--- src/include/ctp_pkg.sv ---
// package: constants and types for the can tx/filter/irq block
package ctp_pkg;
    localparam int NUM_TXB = 3;
    localparam int MSG_BYTES = 13;
    localparam int IDX_W = 2;
    localparam logic [7:0] WARN_LIMIT = 8'h60;
    localparam logic [7:0] PASSIVE_LIMIT = 8'h7f;
    localparam logic [8:0] BUSOFF_LIMIT = 9'h0ff;
    localparam logic [IDX_W-1:0] IDX_NONE = 2'h3;
    localparam logic [7:0] LOCAL_PRIORITY_RESET = 8'hff;
    localparam logic [2:0] HIT_RESET = 3'h0;
    // error flag bit positions
    localparam int EF_OVR = 0;
    localparam int EF_RWRN = 1;
    localparam int EF_TWRN = 2;
    localparam int EF_RERR = 3;
    localparam int EF_TERR = 4;
    localparam int EF_BOFF = 5;
    localparam int EF_W = 6;

    typedef enum logic [1:0] {
        CTP_F32 = 2'h0,
        CTP_F16 = 2'h1,
        CTP_F8 = 2'h2,
        CTP_FCLOSED = 2'h3
    } ctp_fmode_e;

    typedef enum logic [2:0] {
        CTP_IDLE = 3'b001,
        CTP_SEND = 3'b010,
        CTP_DONE = 3'b100
    } ctp_txst_e;

    // message image: 13 bytes, byte 0..3 hold the identifier layout
    typedef struct packed {
        logic [MSG_BYTES*8-1:0] image;
    } ctp_msg_s;

    // one tx buffer as loaded by the host
    typedef struct packed {
        ctp_msg_s msg;
        logic [7:0] local_priority;
    } ctp_txbuf_s;

    // protocol engine error counters
    typedef struct packed {
        logic [7:0] rx_cnt;
        logic [8:0] tx_cnt;
    } ctp_errcnt_s;
endpackage : ctp_pkg

--- src/logic/ctp_core.sv ---
// can transmit prioritiser, acceptance filter and interrupt flags
`timescale 1ns/1ps
module ctp_core (
    input wire logic clk,
    input wire logic reset_n,
    input wire logic clk_en,
    // host side: buffer load and handshakes
    input wire logic [ctp_pkg::NUM_TXB-1:0] buf_write,
    input wire ctp_pkg::ctp_txbuf_s buf_data,
    input wire logic [ctp_pkg::NUM_TXB-1:0] empty_clear,
    input wire logic [ctp_pkg::NUM_TXB-1:0] abort_request,
    input wire logic [ctp_pkg::NUM_TXB-1:0] tx_empty_mask,
    input wire logic rx_full_clear,
    input wire logic rx_full_mask,
    input wire logic wake_clear,
    input wire logic wake_mask,
    input wire logic [ctp_pkg::EF_W-1:0] err_clear,
    input wire logic [ctp_pkg::EF_W-1:0] err_mask,
    input wire ctp_pkg::ctp_fmode_e filter_mode,
    input wire logic [63:0] acceptance_pattern_regs,
    input wire logic [63:0] acceptance_mask_regs,
    // protocol engine side
    input wire logic arb_start,
    input wire logic tx_success,
    input wire logic tx_error,
    input wire logic frame_received,
    input wire ctp_pkg::ctp_msg_s rx_msg,
    input wire ctp_pkg::ctp_errcnt_s err_counts,
    input wire logic sleep_state,
    input wire logic rx_pin,
    input wire logic tx_ready,
    // outputs
    output logic tx_valid,
    output ctp_pkg::ctp_msg_s tx_msg,
    output logic [ctp_pkg::NUM_TXB-1:0] tx_buffer_empty,
    output logic [ctp_pkg::NUM_TXB-1:0] abort_acknowledge,
    output logic rx_full,
    output ctp_pkg::ctp_msg_s rx_host_buffer,
    output logic [2:0] filter_hit_index,
    output logic [ctp_pkg::EF_W-1:0] err_flags,
    output logic wake_flag,
    output logic irq_tx,
    output logic irq_rx,
    output logic irq_wake,
    output logic irq_err
);
    import ctp_pkg::*;

    // storage and state
    ctp_txbuf_s bufs [NUM_TXB];
    logic [NUM_TXB-1:0] next_tx_buffer_empty, next_abort_acknowledge;
    ctp_txst_e tx_state, next_tx_state;
    logic [IDX_W-1:0] active_idx, next_active_idx;
    logic rx_sync1, rx_sync2, rx_prev;
    // two-entry output buffer between scheduler and engine
    ctp_msg_s ob_data [2];
    logic [1:0] ob_cnt, next_ob_cnt;
    logic ob_wr, ob_rd, ob_rptr, ob_wptr;
    // receive path
    ctp_msg_s shadow, next_shadow, next_rx_host_buffer;
    logic shadow_full, next_shadow_full, next_rx_full;
    logic [2:0] next_filter_hit_index;
    logic [7:0] hits;
    logic any_hit;
    logic [2:0] low_hit;
    logic [EF_W-1:0] err_cond, next_err_flags;
    logic next_wake_flag, ovr_event;
    logic [2:0] shadow_hit, next_shadow_hit;

    // buffer images are written by the host only while the buffer is empty
    always_ff @(posedge clk) begin
        if (clk_en) begin
            for (int i = 0; i < NUM_TXB; i++) begin
                if (buf_write[i] && tx_buffer_empty[i]) begin
                    bufs[i] <= buf_data;
                end
            end
        end
    end

    // choose the pending buffer with lowest priority value, lowest index on ties
    logic [IDX_W-1:0] pick;
    logic [7:0] pick_local_priority;
    logic pick_ok;
    always_comb begin
        pick = IDX_NONE;
        pick_local_priority = LOCAL_PRIORITY_RESET;
        pick_ok = 1'b0;
        for (int i = 0; i < NUM_TXB; i++) begin
            if (!tx_buffer_empty[i] && !abort_request[i]
                && (!pick_ok || bufs[i].local_priority < pick_local_priority)) begin
                pick = IDX_W'(i);
                pick_local_priority = bufs[i].local_priority;
                pick_ok = 1'b1;
            end
        end
    end

    // transmit scheduler state
    always_comb begin
        next_tx_state = tx_state;
        next_active_idx = active_idx;
        next_tx_buffer_empty = tx_buffer_empty;
        next_abort_acknowledge = abort_acknowledge;
        ob_wr = 1'b0;
        unique case (tx_state)
            CTP_IDLE: begin
                // selection is made anew at each arbitration, retries included
                if (arb_start && pick_ok && ob_cnt < 2'h2) begin
                    next_active_idx = pick;
                    next_tx_state = CTP_SEND;
                    ob_wr = 1'b1;
                end
            end
            CTP_SEND: begin
                if (tx_success) begin
                    next_tx_buffer_empty[active_idx] = 1'b1;
                    next_abort_acknowledge[active_idx] = 1'b0;
                    next_tx_state = CTP_DONE;
                end else if (tx_error) begin
                    next_tx_state = CTP_IDLE;
                end
            end
            CTP_DONE: begin
                next_tx_state = CTP_IDLE;
            end
            default: begin
                next_tx_state = CTP_IDLE; // an illegal one-hot code falls back to idle
            end
        endcase
        for (int i = 0; i < NUM_TXB; i++) begin
            // host marks buffer ready; clears acknowledge for the new message
            if (empty_clear[i] && tx_buffer_empty[i]) begin
                next_tx_buffer_empty[i] = 1'b0;
                next_abort_acknowledge[i] = 1'b0;
            end
            // abort granted only if not the message on the bus
            if (abort_request[i] && !tx_buffer_empty[i]
                && !(tx_state == CTP_SEND && active_idx == IDX_W'(i))) begin
                next_tx_buffer_empty[i] = 1'b1;
                next_abort_acknowledge[i] = 1'b1;
            end
        end
    end

    always_ff @(posedge clk) begin
        if (!reset_n) begin
            tx_state <= CTP_IDLE;
            active_idx <= IDX_NONE;
            tx_buffer_empty <= '1;
            abort_acknowledge <= '0;
        end else if (clk_en) begin
            tx_state <= next_tx_state;
            active_idx <= next_active_idx;
            tx_buffer_empty <= next_tx_buffer_empty;
            abort_acknowledge <= next_abort_acknowledge;
        end
    end

    // two-entry buffer toward the protocol engine
    assign ob_rd = tx_valid && tx_ready;
    always_comb begin
        next_ob_cnt = ob_cnt + (ob_wr ? 2'h1 : 2'h0) - (ob_rd ? 2'h1 : 2'h0);
    end

    always_ff @(posedge clk) begin
        if (!reset_n) begin
            ob_cnt <= 2'h0;
            ob_rptr <= 1'b0;
            ob_wptr <= 1'b0;
            tx_valid <= 1'b0;
            tx_msg <= '0;
        end else if (clk_en) begin
            ob_cnt <= next_ob_cnt;
            if (ob_wr) begin
                ob_data[ob_wptr] <= bufs[pick].msg;
                ob_wptr <= ~ob_wptr;
            end
            if (ob_rd) begin
                ob_rptr <= ~ob_rptr;
            end
            tx_valid <= next_ob_cnt != 2'h0;
            if (next_ob_cnt != 2'h0) begin
                tx_msg <= (ob_rd || ob_cnt == 2'h0)
                    ? ((ob_cnt == 2'h2 || (ob_cnt == 2'h1 && !ob_rd)) ? ob_data[~ob_rptr]
                       : (ob_wr ? bufs[pick].msg : ob_data[~ob_rptr]))
                    : ob_data[ob_rptr];
            end
        end
    end

    // acceptance filter: one comparator per pattern bit and filter width; mask 1 ignores it
    logic [63:0] ok32, ok16, ok8;
    logic [31:0] idw;
    assign idw = rx_msg.image[MSG_BYTES*8-1 -: 32];
    genvar g;
    generate
        for (g = 0; g < 64; g++) begin : g_cmp
            // wide filters see the whole word, narrow filters only its top bits
            assign ok32[g] = acceptance_mask_regs[g]
                | (acceptance_pattern_regs[g] ~^ idw[g % 32]);
            assign ok16[g] = acceptance_mask_regs[g]
                | (acceptance_pattern_regs[g] ~^ idw[16 + g % 16]);
            assign ok8[g] = acceptance_mask_regs[g]
                | (acceptance_pattern_regs[g] ~^ idw[24 + g % 8]);
        end
    endgenerate

    always_comb begin
        hits = 8'h00;
        unique case (filter_mode)
            CTP_F32: begin
                hits[0] = &ok32[31:0];
                hits[1] = &ok32[63:32];
            end
            CTP_F16: begin
                // each half checks the top 16 bits: 11 id + rtr, or 16 top extended bits
                hits[0] = &ok16[31:16];
                hits[1] = &ok16[15:0];
                hits[2] = &ok16[63:48];
                hits[3] = &ok16[47:32];
            end
            CTP_F8: begin
                // filters 0 to 3 come from bank 0, highest byte first; 4 to 7 from bank 1
                for (int k = 0; k < 8; k++) begin
                    hits[k] = &ok8[(32*(k/4) + 8*(3-(k%4)) + 7) -: 8];
                end
            end
            CTP_FCLOSED: begin
                hits = 8'h00;
            end
        endcase
        any_hit = |hits;
        low_hit = 3'h0;
        for (int k = 7; k >= 0; k--) begin
            if (hits[k]) begin
                low_hit = 3'(k);
            end
        end
    end

    // receive storage, error and wake flags
    assign err_cond[EF_OVR] = 1'b0;
    assign err_cond[EF_RWRN] = err_counts.rx_cnt >= WARN_LIMIT;
    assign err_cond[EF_TWRN] = err_counts.tx_cnt >= {1'b0, WARN_LIMIT};
    assign err_cond[EF_RERR] = err_counts.rx_cnt > PASSIVE_LIMIT;
    assign err_cond[EF_TERR] = err_counts.tx_cnt > {1'b0, PASSIVE_LIMIT};
    assign err_cond[EF_BOFF] = err_counts.tx_cnt > BUSOFF_LIMIT;
    assign ovr_event = frame_received && any_hit && rx_full && shadow_full;

    always_comb begin
        next_shadow = shadow;
        next_shadow_full = shadow_full;
        next_rx_full = rx_full;
        next_rx_host_buffer = rx_host_buffer;
        next_filter_hit_index = filter_hit_index;
        next_shadow_hit = shadow_hit;
        if (rx_full_clear && rx_full) begin
            if (shadow_full) begin
                // the waiting message brings its own hit number along
                next_rx_host_buffer = shadow;
                next_filter_hit_index = shadow_hit;
                next_shadow_full = 1'b0;
            end else begin
                next_rx_full = 1'b0;
            end
        end
        if (frame_received && any_hit && !ovr_event) begin
            if (!next_rx_full) begin
                next_rx_host_buffer = rx_msg;
                next_rx_full = 1'b1;
                next_filter_hit_index = low_hit;
            end else begin
                next_shadow = rx_msg;
                next_shadow_hit = low_hit;
                next_shadow_full = 1'b1;
            end
        end
        // write 1 clears unless the condition or a new event holds
        next_err_flags = (err_flags & ~err_clear) | err_cond;
        next_err_flags[EF_OVR] = ovr_event | (err_flags[EF_OVR] & ~err_clear[EF_OVR]);
        next_wake_flag = (sleep_state && rx_sync2 != rx_prev)
            | (wake_flag & ~wake_clear);
    end

    always_ff @(posedge clk) begin
        if (!reset_n) begin
            shadow <= '0;
            shadow_full <= 1'b0;
            rx_full <= 1'b0;
            rx_host_buffer <= '0;
            filter_hit_index <= HIT_RESET;
            shadow_hit <= HIT_RESET;
            err_flags <= '0;
            wake_flag <= 1'b0;
            rx_sync1 <= 1'b1;
            rx_sync2 <= 1'b1;
            rx_prev <= 1'b1;
            irq_tx <= 1'b0;
            irq_rx <= 1'b0;
            irq_wake <= 1'b0;
            irq_err <= 1'b0;
        end else if (clk_en) begin
            shadow <= next_shadow;
            shadow_full <= next_shadow_full;
            rx_full <= next_rx_full;
            rx_host_buffer <= next_rx_host_buffer;
            filter_hit_index <= next_filter_hit_index;
            shadow_hit <= next_shadow_hit;
            err_flags <= next_err_flags;
            wake_flag <= next_wake_flag;
            rx_sync1 <= rx_pin;
            rx_sync2 <= rx_sync1;
            rx_prev <= rx_sync2;
            // eleven sources, each masked, onto four outputs
            irq_tx <= |(next_tx_buffer_empty & ~tx_empty_mask);
            irq_rx <= next_rx_full & ~rx_full_mask;
            irq_wake <= next_wake_flag & ~wake_mask;
            irq_err <= |(next_err_flags & ~err_mask);
        end
    end

    // transmit scheduler, abort, closed filter, hit, bus-off and tx interrupt checks, plus covers
    AST_ABORT_ACK: assert property (@(posedge clk) disable iff (!reset_n)
        clk_en && abort_request[0] && !tx_buffer_empty[0] && !(tx_state == CTP_SEND
        && active_idx == 2'h0) |=> tx_buffer_empty[0] && abort_acknowledge[0])
        else $error("abort not granted");
    AST_NO_ABORT_ACTIVE: assert property (@(posedge clk) disable iff (!reset_n)
        clk_en && tx_state == CTP_SEND && active_idx == 2'h0 && !tx_success
        && !tx_buffer_empty[0] |=> !tx_buffer_empty[0])
        else $error("active buffer released");
    AST_SENT_ACK: assert property (@(posedge clk) disable iff (!reset_n)
        clk_en && tx_state == CTP_SEND && tx_success |=> tx_buffer_empty[active_idx]
        && !abort_acknowledge[$past(active_idx)])
        else $error("sent buffer wrong acknowledge");
    AST_CLOSED: assert property (@(posedge clk) disable iff (!reset_n)
        filter_mode == CTP_FCLOSED && !rx_full |=> !rx_full || !$past(clk_en))
        else $error("closed filter stored");
    AST_LOCAL_PRIORITY: assert property (@(posedge clk) disable iff (!reset_n)
        pick_ok |-> bufs[pick].local_priority <= bufs[0].local_priority
        || tx_buffer_empty[0] || abort_request[0])
        else $error("priority pick wrong");
    AST_HIT: assert property (@(posedge clk) disable iff (!reset_n)
        clk_en && frame_received && any_hit && !rx_full |=> rx_full
        && filter_hit_index == $past(low_hit))
        else $error("hit not stored");
    AST_BOFF: assert property (@(posedge clk) disable iff (!reset_n)
        clk_en && err_counts.tx_cnt > BUSOFF_LIMIT |=> err_flags[EF_BOFF])
        else $error("bus-off not flagged");
    AST_IRQ_TX: assert property (@(posedge clk) disable iff (!reset_n)
        clk_en ##1 (tx_buffer_empty & ~$past(tx_empty_mask)) != 3'h0 |-> irq_tx)
        else $error("tx interrupt missing");
    COV_SEND: cover property (@(posedge clk) tx_state == CTP_SEND ##[1:20] tx_success);
    COV_ABORT: cover property (@(posedge clk) abort_acknowledge[1]);
    COV_OVR: cover property (@(posedge clk) ovr_event);
    COV_STALL: cover property (@(posedge clk) tx_valid && !tx_ready);
    COV_MULTI_HIT: cover property (@(posedge clk) frame_received && hits[0] && hits[1]);
    // receive, wake and error flag checks
    AST_WAKE: assert property (@(posedge clk) disable iff (!reset_n)
        clk_en && sleep_state && rx_sync2 != rx_prev |=> wake_flag)
        else $error("wake-up not flagged");
    AST_TWRN: assert property (@(posedge clk) disable iff (!reset_n)
        clk_en && err_counts.tx_cnt >= {1'b0, WARN_LIMIT} |=> err_flags[EF_TWRN])
        else $error("tx warning not flagged");
    AST_RERR: assert property (@(posedge clk) disable iff (!reset_n)
        clk_en && err_counts.rx_cnt > PASSIVE_LIMIT |=> err_flags[EF_RERR])
        else $error("rx passive not flagged");
    AST_IRQ_RX: assert property (@(posedge clk) disable iff (!reset_n)
        clk_en && frame_received && any_hit && !rx_full && !rx_full_mask |=> irq_rx)
        else $error("rx interrupt missing");
    AST_OVR: assert property (@(posedge clk) disable iff (!reset_n)
        clk_en && frame_received && any_hit && rx_full && shadow_full |=> err_flags[EF_OVR])
        else $error("overrun not flagged");
endmodule : ctp_core

--- config.mk ---
export PLATFORM = sky130hd
export DESIGN_NAME = ctp_core
export DESIGN_NICKNAME = d
export VERILOG_FILES = /design/src/include/ctp_pkg.sv /design/src/logic/ctp_core.sv
export SDC_FILE = /design/constraint.sdc
export NUM_CORES = 2
export LEC_CHECK = 0
export ABC_AREA = 1
export CAP_MARGIN = 20
export CORE_MARGIN = 1.5
export CORE_UTILIZATION = 58
export DETAILED_ROUTE_END_ITERATION = 10
export DONT_BUFFER_PORTS = 1
export PLACE_DENSITY = 0.74
export RECOVER_POWER = 50
export SLEW_MARGIN = 20
export SYNTH_ARGS = -nofsm -noshare
export SYNTH_HDL_FRONTEND = slang
export SYNTH_SLANG_ARGS = --single-unit
--- constraint.sdc ---
create_clock -name clk -period 6.6 [get_ports clk]
set_input_delay 0.99 -clock clk [delete_from_list [all_inputs] [get_ports clk]]
set_output_delay 0.99 -clock clk [all_outputs]
set_load 0.02 [all_outputs]
==> summary.md <==
| Metric | Value |
|---|---|
| Status | `finished with violations` |
| Failing checks | `DRC, capacitance limit, slew limit` |
| Clock Skew | `35.1 ps` |
| Worst Tran Pin Value | `3980 ps` |
| Antenna violations before repair | `7` |
| Crit path capture type | `flop` |
| Startpoint class of the critical path | `primary input` |
| Layout area overhead | `7.95%` |
| Global-route track usage on met2 | `48.1%` |
| DRT antenna net count | `0` |
| Largest stage delay on the critical path | `2860 ps` |
| Setup slack after layout | `1190 ps` |
| Sequential area share after synthesis | `57.3%` |
| Netlist Area Pre-Place | `0.0408 mm2` |
| Critical Path AT | `5980 ps` |
| Routed wire length | `116 mm` |
| Post-synth ARST share | `0%` |
| Req. time, crit path | `7170 ps` |
| Crit path max fanout | `128` |
| Reg2reg setup slack | `1880 ps` |
| Io pins | `631` |
| Max Root-Sink Buffers | `3` |
| Register area | `0.0234 mm2` |
| GR Util met3 | `11.1%` |
| Nets | `4957` |
| Die X | `268 um` |
| WHS | `423 ps` |
| First-pass GRT wire length | `170 mm` |
| Die Span Y | `268 um` |
| RSZ-0062 raised after global routing | `false` |
| Met1 global-route usage | `37.9%` |
| Critical path class | `primary input to flop` |
| Post-route cell area | `0.0440 mm2` |
| CP startpoint | `clk_en` |
| Synth unique cells | `48` |
| Drt wl/cell | `20.8 um` |
| Core box area | `0.0698 mm2` |
| Post-CTS Setup Bufs | `0` |
| First drt pass iteration count | `11` |
| Initial drt markers | `3114` |
| Final worst path period share | `82.0%` |
| Num rows | `97` |
| Hpwl dp | `68.4 mm` |
| Root Driver | `clkbuf_16` |
| Final min period | `5410 ps` |
| Clock slew at reported path FFs | `60 ps` |
| Hold-fix buffers at CTS | `0` |
| GRT busiest layer | `met2` |
| Largest net degree at the start of global routing | `224` |
| Worst slack at placement | `1620 ps` |
| Setup violators final | `0` |
| Pleak | `17.2 nW` |
| Gr ovfl total | `0` |
| Via count of the first global-routing pass | `29100` |
| FF-to-FF path depth | `25` |
| Initial core utilization | `58.5%` |
| Fillers | `5702` |
| Peak ir drop on the vdd network | `0.000253 V` |
| Worst skew pair latency | `660 ps` |
| Multi-input logic area | `0.0146 mm2` |
| Total power | `13.2 mW` |
| Crit-path cells | `clkinvlp_2 -> clkbuf_1 -> o21ai_0 -> a21oi_1` |
| Reg2Reg Capture Point | `tx_msg[70]$_SDFFE_PN0P_` |
| Resized cells post-CTS | `0` |
| Drt drc | `4` |
| Syn avg cell area | `8.64 um2` |
| Slew Limit Headroom | `-165%` |
| Mapped Nets | `5145` |
| Share of post-route cells with drive strength above 1 | `4.66%` |
| Number of max-cap violations | `7` |
| Power per standard cell area | `299 mW/mm2` |
| Placed cell areas | `0.0410 mm2` |
| Main synth FF type | `edfxtp_1` |
| Slowest cell on crit path | `clkbuf_1` |
| Sink Count | `895` |
| Worst hold path class | `primary input to flop` |
| Final Max Slew Viols | `531` |
| CTS Buf Count | `92` |
| Synthesized instance count | `4725` |
| H-tree levels | `3` |
| CP top delay family | `buffers and inverters` |
| Synth Register Bits | `895` |
| FMAX | `0.185 GHz` |
| DIE AREA | `0.0720 mm2` |
| Reg-to-Reg Start | `tx_buffer_empty[0]$_SDFFE_PN1P_` |
| Critical path depth in cells | `4` |
| CTS tree | `done` |
| GP Congestion | `0.860` |
| Synth warn | `0` |
| Buf+Inv Stages, Crit Path | `2` |
| Crit path to | `shadow_full$_SDFFE_PN0P_` |
| Post-synth EDFFs | `544` |
| Fin. Hold Viols | `0` |
| Vias | `32400` |
| Via density per instance | `5.83` |
| GRT Util Overall | `30.8%` |
| Port bufs | `0` |
## worst min path at each step
stage,startpoint,end,slack (ps),cells after the start
after CTS,buf_data[49],bufs[2][49]$_DFFE_PP_,390,0
after global placement,shadow[17]$_SDFFE_PN0P_,shadow[17]$_SDFFE_PN0P_,440,2
final,buf_data[89],bufs[0][89]$_DFFE_PP_,420,0
after detailed placement,shadow[96]$_SDFFE_PN0P_,shadow[96]$_SDFFE_PN0P_,440,2
after floorplan,rx_sync1$_SDFFE_PN1P_,rx_sync1$_SDFFE_PN1P_,430,2
after global routing,buf_data[79],bufs[2][79]$_DFFE_PP_,390,0
## Yosys cell counts, types with 2 or more instances
cell type / instances / share of area (%)
buf_1: 8 / 0.074
nor2_1: 390 / 3.6
buf_2: 64 / 0.79
o211ai_1: 110 / 2.0
o21bai_1: 2 / 0.037
nand2_2: 12 / 0.18
o21ai_0: 511 / 6.3
nand2_1: 1086 / 10
buf_4: 11 / 0.20
edfxtp_1: 544 / 40
a21oi_1: 729 / 8.9
nor3_1: 10 / 0.12
ha_1: 19 / 0.58
nand4_1: 13 / 0.20
or2_2: 3 / 0.046
clkbuf_1: 215 / 2.0
nand3_2: 9 / 0.22
dfxtp_1: 351 / 17
o21ai_1: 17 / 0.21
inv_1: 399 / 3.7
xnor2_1: 48 / 1.0
buf_8: 2 / 0.074
o2111ai_1: 5 / 0.11
nor3b_1: 6 / 0.11
a22o_1: 2 / 0.043
clkbuf_2: 4 / 0.049
buf_6: 7 / 0.19
nor4_1: 4 / 0.061
inv_2: 3 / 0.028
nand3_1: 111 / 1.4
o22ai_1: 12 / 0.18
a221oi_1: 2 / 0.043
## cell type report
cell class	instances	area share, %
Sequential cell	895	53.1
Multi-Input combinational cell	3116	33.2
Clock buffer	134	6.07
Inverter	403	3.49
Tap cell	940	2.67
Clock inverter	36	0.832
Timing Repair Buffer	29	0.616
Antenna cell	4	0.0227
## sequential cells by signal (all words and copies together) (netlist names), 2 cells and up, named ones only
register           cells
ob_data              208
active_idx             2
err_flags              6
tx_msg               104
filter_hit_index       3
shadow_hit             3
rx_host_buffer       104
tx_buffer_empty        3
shadow               104
ob_cnt                 2
abort_acknowledge      3
tx_state               3
bufs                 336
## cells in the final DEF, fill, tap and decap left out, types with 13 or more instances in the layout
cell type	Yosys	final
clkbuf_16	0	94
clkbuf_8	0	17
dfxtp_1	351	350
nand3_1	111	110
edfxtp_1	544	544
ha_1	19	19
nor2_1	390	384
xnor2_1	48	48
clkinv_2	0	18
inv_1	399	396
nand2_1	1086	1085
o21ai_1	17	17
buf_4	11	19
o21ai_0	511	511
clkbuf_1	215	25
nand4_1	13	13
a21oi_1	729	729
o211ai_1	110	110
## cell families after synthesis
family                     Yosys count  share of synthesized area (%)
AOI/OAI and AO/OA                 1399                           18.1
xor gates and xnor gates            49                           1.05
adders and majority gates           19                          0.583
buffers and inverters              714                           7.06
DFF                                895                           57.3
and+or+nand+nor                   1649                           16.0
## routing by layer
metal	up-vias	part of all wire (%)	wire (um)
li1	15600	-	-
met4	8	4.8	5580
met5	-	0.10	116
met2	1415	45	52200
met3	341	12	13800
met1	15100	38	43900
## power by group
part	switching (mW)	internal [mW]
Clock	2.21	2.95
Sequential	0.446	6.26
Combinational	0.907	0.402
## per-stage QoR
step	std cells	setup TNS, ps	utilization (%)
after global placement	5383	0	58.8
after global routing	5555	0	63.1
after floorplan	4725	-59800	-
final	5557	0	63.1
after CTS	5553	0	63.2
after detailed placement	5383	0	58.8
## worst register-to-register path, cell delays in order (launching register included)
cell and delay (ps):
dfxtp_1 660, nor2_4 120, inv_1 220, nor2_1 100
ha_1 280, inv_1 50, o31a_1 290, nand2_1 100
nand2_2 80, nand2_4 150, nand2_1 60, o21ai_0 80
ha_1 260, a21oi_1 170, nor2_1 70, a211oi_1 170
nand2_1 140, nand2_1 90, nand2_1 80, nand2_4 470
buf_12 450, nand2_1 140, nand2_1 110, nand3_1 90
nand2_1 110, a21oi_1 70
No activity file was read; power rests on OpenSTA's default activity.
